==> src/include/psm_defs.svh <==
// power-saving mode control: register address, field positions, reset value, timing
// assumes an 8-bit special-function register space and a core clock equal to the oscillator
`ifndef PSM_DEFS_SVH
`define PSM_DEFS_SVH

`define PSM_POWER_CONTROL_ADDR 8'h87
`define PSM_POWER_CONTROL_RST  8'h00

`define PSM_BIT_BAUD_DOUBLE    7
`define PSM_BIT_PD_START       6
`define PSM_BIT_IDLE_START     5
`define PSM_BIT_RESERVED       4
`define PSM_BIT_USER_FLAG_1    3
`define PSM_BIT_USER_FLAG_0    2
`define PSM_BIT_PD_ENABLE      1
`define PSM_BIT_IDLE_ENABLE    0

// one machine cycle is this many oscillator periods, two per state
`define PSM_OSC_PER_MCYCLE     4'd12
`define PSM_MCYCLE_LAST        4'd11
`define PSM_CLK_PERIOD_NS      40

`endif

==> src/include/psm_pkg.sv <==
// types shared by the power-saving mode control block
// assumes nothing beyond a SystemVerilog compiler
package psm_pkg;

  typedef enum logic [1:0] {
    psm_mode_run,
    psm_mode_idle,
    psm_mode_pdown
  } psm_mode_e;

  typedef logic [2:0] psm_state_t;

endpackage

==> src/design/psm_mcycle_gen.sv <==
// machine-cycle generator: divides the oscillator clock by twelve
// assumes i_core_clk is the oscillator itself; the count runs in every mode that keeps the clock
`timescale 1ns/10ps
`include "psm_defs.svh"

module psm_mcycle_gen (
  input  wire logic               i_core_clk,
  input  wire logic               i_rst_n,
  output logic                    o_mcycle_en,
  output psm_pkg::psm_state_t     o_state_idx
);

  logic [3:0] osc_cnt_reg;

  ////////////////////////////////////////////////////////////////////////////
  // twelve oscillator periods per machine cycle
  always_ff @(posedge i_core_clk or negedge i_rst_n) begin
    if (!i_rst_n) begin
      osc_cnt_reg <= 4'h0;
    end else if (osc_cnt_reg == `PSM_MCYCLE_LAST) begin
      osc_cnt_reg <= 4'h0;
    end else begin
      osc_cnt_reg <= osc_cnt_reg + 4'h1;
    end
  end

  always_ff @(posedge i_core_clk or negedge i_rst_n) begin
    if (!i_rst_n) begin
      o_mcycle_en <= 1'b0;
    end else begin
      o_mcycle_en <= (osc_cnt_reg == (`PSM_MCYCLE_LAST - 4'h1));
    end
  end

  // state index 0..5, two oscillator periods each
  always_ff @(posedge i_core_clk or negedge i_rst_n) begin
    if (!i_rst_n) begin
      o_state_idx <= 3'h0;
    end else begin
      o_state_idx <= osc_cnt_reg[3:1];
    end
  end
endmodule

==> src/design/psm_ctrl.sv <==
// power-saving mode control: power control register, idle and power-down sequencing
// assumes a core on the same clock issuing special-function register reads and writes,
// an interrupt controller on the same clock, and the permit pin arriving asynchronously
`timescale 1ns/10ps
`include "psm_defs.svh"

module psm_ctrl #(
  parameter bit HAS_POWER_SAVE = 1'b1
) (
  input  wire logic               i_core_clk,
  input  wire logic               i_rst_n,
  input  wire logic [7:0]         i_sfr_addr,
  input  wire logic               i_sfr_wr,
  input  wire logic               i_sfr_rd,
  input  wire logic [7:0]         i_sfr_wdata,
  output logic [7:0]              o_sfr_rdata,
  output logic                    o_sfr_hit,
  input  wire logic               i_power_save_permit_n,
  input  wire logic               i_irq_req,
  output logic                    o_baud_double,
  output logic                    o_cpu_clk_en,
  output logic                    o_periph_clk_en,
  output logic                    o_osc_en,
  output logic                    o_ram_retain,
  output logic                    o_idle_wake,
  output logic                    o_mcycle_en,
  output psm_pkg::psm_state_t     o_state_idx
);

  function automatic logic sfr_match(input logic [7:0] addr);
    sfr_match = (addr == `PSM_POWER_CONTROL_ADDR);
  endfunction

  // register reset image, sized so single fields can be picked from it
  localparam logic [7:0] RST_VIEW = `PSM_POWER_CONTROL_RST;

  psm_pkg::psm_mode_e mode_reg;
  logic               permit_meta_reg;
  logic               permit_sync_reg;
  logic               baud_double_reg;
  logic               powerdown_start_reg;
  logic               idle_start_reg;
  logic               user_flag_1_reg;
  logic               user_flag_0_reg;
  logic               powerdown_enable_reg;
  logic               idle_enable_reg;
  logic               pend_pd_reg;
  logic               pend_idle_reg;
  logic               permit_ok;
  logic               wr_hit;
  logic               pd_go;
  logic               idle_go;
  logic               wake;
  logic [7:0]         reg_view;

  ////////////////////////////////////////////////////////////////////////////
  psm_mcycle_gen u_mcycle (
    .i_core_clk  (i_core_clk),
    .i_rst_n     (i_rst_n),
    .o_mcycle_en (o_mcycle_en),
    .o_state_idx (o_state_idx)
  );

  ////////////////////////////////////////////////////////////////////////////
  // permit pin is asynchronous; only the second stage is read
  always_ff @(posedge i_core_clk or negedge i_rst_n) begin
    if (!i_rst_n) begin
      permit_meta_reg <= 1'b1;
      permit_sync_reg <= 1'b1;
    end else begin
      permit_meta_reg <= i_power_save_permit_n;
      permit_sync_reg <= permit_meta_reg;
    end
  end

  assign permit_ok = HAS_POWER_SAVE && !permit_sync_reg;
  assign wr_hit    = i_sfr_wr && sfr_match(i_sfr_addr) && (mode_reg == psm_pkg::psm_mode_run);

  // enable must already be stored from an earlier write: a single stray write cannot start a mode
  assign pd_go   = wr_hit && i_sfr_wdata[`PSM_BIT_PD_START] && powerdown_enable_reg && permit_ok;
  assign idle_go = wr_hit && i_sfr_wdata[`PSM_BIT_IDLE_START] && idle_enable_reg && permit_ok
                   && !pd_go;
  assign wake    = (mode_reg == psm_pkg::psm_mode_idle) && i_irq_req;

  ////////////////////////////////////////////////////////////////////////////
  // register fields
  always_ff @(posedge i_core_clk or negedge i_rst_n) begin
    if (!i_rst_n) begin
      baud_double_reg <= RST_VIEW[`PSM_BIT_BAUD_DOUBLE];
    end else if (wr_hit) begin
      baud_double_reg <= i_sfr_wdata[`PSM_BIT_BAUD_DOUBLE];
    end
  end

  // flags are never touched by mode entry or wake-up
  always_ff @(posedge i_core_clk or negedge i_rst_n) begin
    if (!i_rst_n) begin
      user_flag_1_reg <= 1'b0;
      user_flag_0_reg <= 1'b0;
    end else if (wr_hit && HAS_POWER_SAVE) begin
      user_flag_1_reg <= i_sfr_wdata[`PSM_BIT_USER_FLAG_1];
      user_flag_0_reg <= i_sfr_wdata[`PSM_BIT_USER_FLAG_0];
    end
  end

  // enables are consumed by a successful start so each entry needs a fresh arm
  always_ff @(posedge i_core_clk or negedge i_rst_n) begin
    if (!i_rst_n) begin
      powerdown_enable_reg <= 1'b0;
      idle_enable_reg      <= 1'b0;
    end else if (pd_go || idle_go) begin
      powerdown_enable_reg <= 1'b0;
      idle_enable_reg      <= 1'b0;
    end else if (wr_hit && HAS_POWER_SAVE) begin
      powerdown_enable_reg <= i_sfr_wdata[`PSM_BIT_PD_ENABLE];
      idle_enable_reg      <= i_sfr_wdata[`PSM_BIT_IDLE_ENABLE];
    end
  end

  // start bits stay set while the mode lasts; only an accepted start sets them
  always_ff @(posedge i_core_clk or negedge i_rst_n) begin
    if (!i_rst_n) begin
      powerdown_start_reg <= 1'b0;
      idle_start_reg      <= 1'b0;
    end else begin
      if (pd_go) begin
        powerdown_start_reg <= 1'b1;
      end else if (pend_pd_reg && !permit_ok) begin
        powerdown_start_reg <= 1'b0;
      end
      if (idle_go) begin
        idle_start_reg <= 1'b1;
      end else if (wake || (pend_idle_reg && !permit_ok)) begin
        idle_start_reg <= 1'b0;
      end
    end
  end

  ////////////////////////////////////////////////////////////////////////////
  // entry waits for the end of the current machine cycle so the setting instruction completes
  always_ff @(posedge i_core_clk or negedge i_rst_n) begin
    if (!i_rst_n) begin
      pend_pd_reg   <= 1'b0;
      pend_idle_reg <= 1'b0;
    end else begin
      if (pd_go) begin
        pend_pd_reg <= 1'b1;
      end else if (o_mcycle_en || !permit_ok) begin
        pend_pd_reg <= 1'b0;
      end
      if (idle_go) begin
        pend_idle_reg <= 1'b1;
      end else if (o_mcycle_en || !permit_ok) begin
        pend_idle_reg <= 1'b0;
      end
    end
  end

  // power-down has no exit but reset: the oscillator is gone
  always_ff @(posedge i_core_clk or negedge i_rst_n) begin
    if (!i_rst_n) begin
      mode_reg <= psm_pkg::psm_mode_run;
    end else begin
      case (mode_reg)
        psm_pkg::psm_mode_run: begin
          if (o_mcycle_en && pend_pd_reg && permit_ok) begin
            mode_reg <= psm_pkg::psm_mode_pdown;
          end else if (o_mcycle_en && pend_idle_reg && permit_ok) begin
            mode_reg <= psm_pkg::psm_mode_idle;
          end
        end
        psm_pkg::psm_mode_idle: begin
          if (wake) begin
            mode_reg <= psm_pkg::psm_mode_run;
          end
        end
        default: begin
          mode_reg <= psm_pkg::psm_mode_pdown;
        end
      endcase
    end
  end

  always_ff @(posedge i_core_clk or negedge i_rst_n) begin
    if (!i_rst_n) begin
      o_idle_wake <= 1'b0;
    end else begin
      o_idle_wake <= wake;
    end
  end

  ////////////////////////////////////////////////////////////////////////////
  // read side; reduced variant shows only the baud doubling bit
  always_comb begin
    reg_view = 8'h00;
    reg_view[`PSM_BIT_BAUD_DOUBLE] = baud_double_reg;
    if (HAS_POWER_SAVE) begin
      reg_view[`PSM_BIT_PD_START]    = powerdown_start_reg;
      reg_view[`PSM_BIT_IDLE_START]  = idle_start_reg;
      reg_view[`PSM_BIT_USER_FLAG_1] = user_flag_1_reg;
      reg_view[`PSM_BIT_USER_FLAG_0] = user_flag_0_reg;
      reg_view[`PSM_BIT_PD_ENABLE]   = powerdown_enable_reg;
      reg_view[`PSM_BIT_IDLE_ENABLE] = idle_enable_reg;
    end
  end

  always_ff @(posedge i_core_clk or negedge i_rst_n) begin
    if (!i_rst_n) begin
      o_sfr_rdata <= 8'h00;
    end else if (i_sfr_rd && sfr_match(i_sfr_addr)) begin
      o_sfr_rdata <= reg_view;
    end else begin
      o_sfr_rdata <= 8'h00;
    end
  end

  assign o_sfr_hit       = sfr_match(i_sfr_addr) && (i_sfr_rd || i_sfr_wr);
  assign o_baud_double   = baud_double_reg;
  assign o_cpu_clk_en    = (mode_reg == psm_pkg::psm_mode_run);
  assign o_periph_clk_en = (mode_reg != psm_pkg::psm_mode_pdown);
  assign o_osc_en        = (mode_reg != psm_pkg::psm_mode_pdown);
  assign o_ram_retain    = (mode_reg == psm_pkg::psm_mode_pdown);
endmodule

==> config.mk <==
export PLATFORM = sky130hd
export DESIGN_NAME = psm_ctrl
export DESIGN_NICKNAME = d
export VERILOG_FILES = /design/src/include/psm_pkg.sv /design/src/design/psm_mcycle_gen.sv /design/src/design/psm_ctrl.sv
export VERILOG_INCLUDE_DIRS = /design/src /design/src/include
export SDC_FILE = /design/constraint.sdc
export NUM_CORES = 1
export LEC_CHECK = 0
export BUFFER_PORTS_ARGS = -buffer_cell sky130_fd_sc_hd__buf_2
export CAP_MARGIN = 20
export CORE_MARGIN = 1
export CORE_UTILIZATION = 43
export CTS_BUF_LIST = sky130_fd_sc_hd__clkbuf_8 sky130_fd_sc_hd__clkbuf_16
export DETAILED_ROUTE_END_ITERATION = 7
export PLACE_DENSITY = 0.73
export SKIP_CTS_REPAIR_TIMING = 1
export SLEW_MARGIN = 0
export SYNTH_ARGS = -nofsm -noshare
export SYNTH_HDL_FRONTEND = slang
export SYNTH_SLANG_ARGS = --single-unit
==> constraint.sdc <==
create_clock -name i_core_clk -period 1.2 [get_ports i_core_clk]
set_clock_uncertainty 0.05 [all_clocks]
set_input_delay 0 -clock i_core_clk [delete_from_list [all_inputs] [get_ports i_core_clk]]
set_output_delay 0 -clock i_core_clk [all_outputs]
set_load 0.02 [all_outputs]
==> results of run 1 <==
[critical path: stages (launching register included)]
cell,delay [ns]
dfrtp_1,0.42
nor2_4,0.13
nand4_4,0.15
mux2_2,0.32
[layout by cell type (no fill, tap or decap), types with 2 or more instances in the layout]
cell type	count
buf_4	6
mux2_2	3
clkbuf_8	6
and2_1	7
dlygate4sd3_1	8
o31ai_1	4
o21ai_0	3
nand2_1	9
dfstp_2	2
nor2_1	3
ha_1	2
mux2i_1	2
inv_1	8
buf_2	36
dfrtp_1	27
[metal layers]
layer  up-vias  GRT usage [%]  part of all wire (%)
li1        413              -                     -
met1       381           21.4                    46
met2        33           21.4                    45
met3         2           9.32                   8.2
met4         0           6.58                  0.10
met5         -              0                     0
[path summary, 6_finish.rpt]
path                                           start                        end  cells after the start
max                          mode_reg[0]$_DFFE_PN0P_  o_baud_double$_DFFE_PN0N_                      3
max in group asynchronous                    i_rst_n   o_sfr_rdata[0]$_DFF_PN0_                      2
min in group asynchronous                    i_rst_n      o_idle_wake$_DFF_PN0_                      2
max reg2reg                  mode_reg[0]$_DFFE_PN0P_  o_baud_double$_DFFE_PN0N_                      3
min reg2reg                permit_meta_reg$_DFF_PN1_  permit_sync_reg$_DFF_PN1_                      0
min                                   i_sfr_wdata[6]    pend_pd_reg$_DFFE_PN0P_                      3
[area by class of cell]
cell class              count  share of cell area (%)
clock buffers               6                    5.25
clock inverters             2                   0.477
inverters                   6                    1.43
multi-input cells          53                    24.8
flip-flops and latches     29                    46.3
well taps                  30                    2.38
repair buffers             50                    19.4
[power breakdown]
part | switching (mW) | leakage, nW | internal (mW)
registers | 0.0133 | 0.383 | 0.998
clock network | 0.329 | 0.0538 | 0.449
logic | 0.0545 | 0.450 | 0.0584
total | 0.396 | 0.887 | 1.50
[cell families after synthesis]
kind of cell               share of synthesized area [%]
xor gates and xnor gates                           0.761
AOI/OAI and AO/OA                                   7.61
muxes                                               4.67
DFF                                                 63.3
and+or+nand+nor                                     17.6
other                                              0.326
adders and majority gates                           2.17
buffers and inverters                               3.59
==> metrics.txt, run 1 <==
status complete, no violations; number of buffers created by CTS 5; Mapped Area 1150 um2; Initial Utilization between 40 and 50%; largest net degree at the start of global routing 30; area leader, netlist dfrtp_1; pre-CTS WS about 0.0018 ns; Fill cells 194; DRT iter0 DRCs 12; clock buffer depth 2; Worst Path Max Fanout 8; clk_lat worst skew 0.27 ns; total negative setup slack 0 ns; EDFF count, synth 0; HP Class input pin to flip-flop; routability cong. 0.721; critical path capture point type flip-flop; final hold vios 0; Boundary Pins 41; Cells after Synth 91; Worst-path clk slew roughly 0.060 ns; top cells by area, synth dfrtp_1 (59%), dfstp_2 (4.6%), and2_1 (3.8%), nand2_1 (2.9%), mux2_2 (2.9%); IO Port Bufs 38; Cell Pwr Density 1210 nW/um2; post-layout util 63.0%; routed wire length slightly below 2 mm; global-route wire length before repair 3.12 mm; Lkg Pwr between 0.8 and 0.9 nW; Post-Syn Area per Cell ~13 um2; root buffer cell clkbuf_8; Area after DPL about 1400 um2; Critical Path AT 1.30 ns; Cells after DPL 159; Ys Warns 0; Seq/Total Area, Yosys 63.3%; Max Cap Viol 0; Finished Cell Area ~1600 um2; Cell variety after synth 32; final setup vio count 0; reg2reg setup slack 0.01 ns; Multi-input gate area 390 um2; vias in the first global route around 720; Final Power 1.90 mW; FF+latch area ~730 um2; Max Slew Vio Count 0; Mapped Nets 115; hpwl dp between 1 and 1.5 mm; peak supply drop 828 uV; Main synth FF type dfrtp_1; WP data required 1.31 ns; RSZ-0062 raised after global routing true; fmax between 800 and 900 MHz; max reg flops 7; Final WS setup 0.00957 ns; fin cells 176; Synth top area share between 50 and 60%; Least-Margin Pin Slew 0.612 ns; vias per cell 4.71; CTS tree done; CP startpoint kind flip-flop; Fin Hold WS 0.000408 ns; std cell rows 18; number of remaining DRC errors 0; H-tree depth 2; DR pass1 iterations 4; layout net count 169; clk sinks 29; post-route minimum period 1.19 ns; Async S/R FF share, synth 100%; Routed wire per std cell 11.2 um; layout cell share with drive strength beyond 1 39.7%; register bit count reported by yosys 29; Die Wd 53.7 um; die area 2890 um2; total gr overflow 0; vias about 830; antenna diode count 0; Rel. slew slack between 50% and 60%; CP Class flip-flop to flip-flop; Core Area 2500 um2; count leader, synth dfrtp_1; final worst path period share approximately 99%; gr usage total between 10% and 20%; Final ANT Viol Nets 0; synthesis-to-finish area growth 36.7%; initial antenna violation count 0; commonest cells in the netlist dfrtp_1 (27), nand2_1 (9), and2_1 (7); die height between 50 and 60 um
No activity file was read; power rests on OpenSTA's default activity.
==> run 2, diff against run 1 <==
--- a/config.mk
+++ b/config.mk
@@ -13,8 +13,10 @@
 export CTS_BUF_LIST = sky130_fd_sc_hd__clkbuf_8 sky130_fd_sc_hd__clkbuf_16
 export DETAILED_ROUTE_END_ITERATION = 7
 export PLACE_DENSITY = 0.73
+export RECOVER_POWER = 25
 export SKIP_CTS_REPAIR_TIMING = 1
 export SLEW_MARGIN = 0
 export SYNTH_ARGS = -nofsm -noshare
 export SYNTH_HDL_FRONTEND = slang
+export SYNTH_HIERARCHICAL = 1
 export SYNTH_SLANG_ARGS = --single-unit
==> run 2 against run 1 <==
The run now ends with hold timing left. Sequential share of layout area fell by 1.3 points. Combinational power about the same. Register-to-register slack about the same. Critical path depth grew 1. Hold slack got worse by 0.042 ns. Utilization increased by 1.9 points. Critical path type is now flip-flop to primary output. Critical endpoint is now o_ram_retain.
==> metrics.txt, run 2 <==
number of remaining DRC errors 0 (unchanged); Main synth FF type dfrtp_1; Finished Cell Area 1620 um2 (+2.9%); fmax 838 MHz (-0.24%); Boundary Pins 41 (unchanged); status finished with violations; hold path depth 3 (unchanged); WP data required 1.15 ns (-0.16 ns); clk_lat worst skew 0.27 ns (about the same); most frequent cells in the layout buf_2 (35), dfrtp_1 (27), and2_1 (7), nand2_1 (7), dlygate4sd3_1 (7); RR Startpoint mode_reg[1]$_DFFE_PN0P_; commonest non-fill, non-tap cell in the layout buf_2; Fin Hold WS -0.0412 ns (-0.0416 ns); max reg flops 7 (unchanged); hold path endpoint powerdown_enable_reg$_DFFE_PN0P_; synthesis-to-finish area growth 41.2%; peak supply drop 1050 uV (+27%); register bit count reported by yosys 29 (unchanged); initial antenna violation count 0 (unchanged); vias 888 (+7.1%); metal3 WL 150 um (-8.0%); Ys Warns 6 (+6); commonest cells in the netlist dfrtp_1 (27), and2_1 (7), nand2_1 (7); layout cell share with drive strength beyond 1 41.5% (+1.8 points); Max Cap Viol 0 (unchanged); Cell Pwr Density 1320 nW/um2 (+9.0%); final setup vio count 0 (unchanged); Max Slew Vio Count 0 (unchanged); largest net degree at the start of global routing 30 (unchanged); IO Port Bufs 38 (unchanged); Mapped Nets 115 (unchanged); CP Class flip-flop to primary output; die area 2880 um2 (-0.32%); antenna diode count 0 (unchanged); Met1 Wirelength 903 um (-1.7%); Worst Path Max Fanout 4 (-4); number of buffers created by CTS 5 (unchanged); DRT iter0 DRCs 9 (-3); clk sinks 29 (unchanged); critical path capture point type primary output; Cell variety after synth 30 (-6.3%); H-tree depth 2 (unchanged); fin cells 177 (+0.57%); vias in the first global route 765 (+6.5%); clock buffer depth 2 (unchanged); CTS tree done; EDFF count, synth 0 (unchanged); Final Power 2.13 mW (+12%); CP startpoint kind flip-flop; post-route minimum period 1.19 ns (+0.00291 ns); DR pass1 iterations 4 (unchanged); hpwl dp 1.54 mm (+11%); Mapped Area 1150 um2 (-0.33%); Synth top area share 58.9% (+0.19 points); final hold vios 1 (+1); std cell rows 18 (unchanged); Cells after Synth 91 (unchanged); routed wire length 2.26 mm (+14%); count leader, synth dfrtp_1; Area after DPL 1390 um2 (+0.27%); Least-Margin Pin Slew 0.617 ns (+0.00470 ns); Post-Syn Area per Cell 12.6 um2 (-0.33%); Critical Path AT 1.14 ns (-0.16 ns); global-route wire length before repair 3.08 mm (-1.1%); Async S/R FF share, synth 100% (unchanged); routability cong. 0.762 (+5.7%); failing checks hold timing; hold_sp i_sfr_wdata[1]; Reg-to-Reg End o_baud_double$_DFFE_PN0N_; reg2reg setup slack 0.007 ns (about the same); worst r2r path cells 3 (unchanged); Final ANT Viol Nets 0 (unchanged); Initial Utilization 45.9% (-0.15 points); vias per cell 5.02 (+6.5%); Routed wire per std cell 12.7 um (+13%); area leader, netlist dfrtp_1; Core Area 2500 um2 (unchanged); layout net count 170 (+0.59%); die height 53.7 um (-0.16%); gr usage total 15.7% (-0.51 points); final worst path period share 99.4% (+0.24 points); HP Class input pin to flip-flop; Die Wd 53.7 um (-0.16%); Cells after DPL 160 (+0.63%); RSZ-0062 raised after global routing true; WL met2 1.18 mm (+33%); top cells by area, synth dfrtp_1 (59%), dfstp_2 (4.6%), and2_1 (3.8%), mux2_2 (2.9%), o31ai_1 (2.6%); Worst-path clk slew 0.06 ns (about the same); Rel. slew slack 58.9% (-0.31 points); Lkg Pwr 0.905 nW (+2.1%); uppermost layer routed met4; total gr overflow 0 (unchanged); Seq/Total Area, Yosys 63.5% (+0.21 points); root buffer cell clkbuf_8
==> run 2: layout make-up <==
| cell class | count | area (um2) |
|---|---|---|
| Sequential cell | 29 | 728 |
| Clock inverter | 2 | 33.8 |
| Inverter | 6 | 22.5 |
| Clock buffer | 6 | 82.6 |
| Multi-Input combinational cell | 54 | 410 |
| Fill cell | 181 | 880 |
| Timing Repair Buffer | 50 | 305 |
| Tap cell | 30 | 37.5 |
==> run 2: how the worst max path moves through the flow <==
| stage | start | to | slack (ns) | depth (start not counted) |
|---|---|---|---|---|
| floorplan | mode_reg[0]$_DFFE_PN0P_ | o_baud_double$_DFFE_PN0N_ | -0.07 | 3 |
| global placement | mode_reg[0]$_DFFE_PN0P_ | o_baud_double$_DFFE_PN0N_ | 0.01 | 3 |
| detailed placement | mode_reg[0]$_DFFE_PN0P_ | user_flag_1_reg$_DFFE_PN0N_ | -0.004 | 3 |
| CTS | mode_reg[0]$_DFFE_PN0P_ | o_ram_retain | -0.09 | 4 |
| global route | mode_reg[1]$_DFFE_PN0P_ | user_flag_1_reg$_DFFE_PN0N_ | -0.03 | 3 |
| finish | mode_reg[0]$_DFFE_PN0P_ | o_ram_retain | 0.007 | 4 |
==> run 2: per-layer routing <==
| metal | track usage, % | up-vias |
|---|---|---|
| li1 | - | 417 |
| met1 | 16.4 | 432 |
| met2 | 27.7 | 37 |
| met3 | 5.93 | 2 |
| met4 | 7.02 | 0 |
| met5 | 0 | - |
==> run 2: cells by family after synthesis <==
family / synth area share, %
buffers and inverters: 3.60
other: 0.327
AOI/OAI and AO/OA: 8.18
and+or+nand+nor: 17.6
DFF: 63.5
muxes: 4.69
adders and majority gates: 2.18
==> run 2: stage by stage <==
stage | setup WS [ns] | setup TNS, ns | utilization [%]
floorplan | -0.0653 | -0.196 | -
global placement | 0.0106 | 0 | 55.8
detailed placement | -0.00447 | -0.00767 | 55.8
CTS | -0.0855 | -0.209 | 60.4
global route | -0.0339 | -0.252 | 64.8
finish | 0.00666 | 0 | 64.8
==> run 2: worst max-delay path, stage by stage, from the launching register on <==
cell      delay [ns]
dfrtp_1         0.42
buf_6           0.15
nand2b_4        0.15
inv_2           0.06
buf_6           0.10
==> run 2: report_power, final <==
group	switching (mW)	internal [mW]	total, mW
combinational	0.0595	0.0564	0.116
sequential	0.0126	0.997	1.01
clock	0.340	0.667	1.01
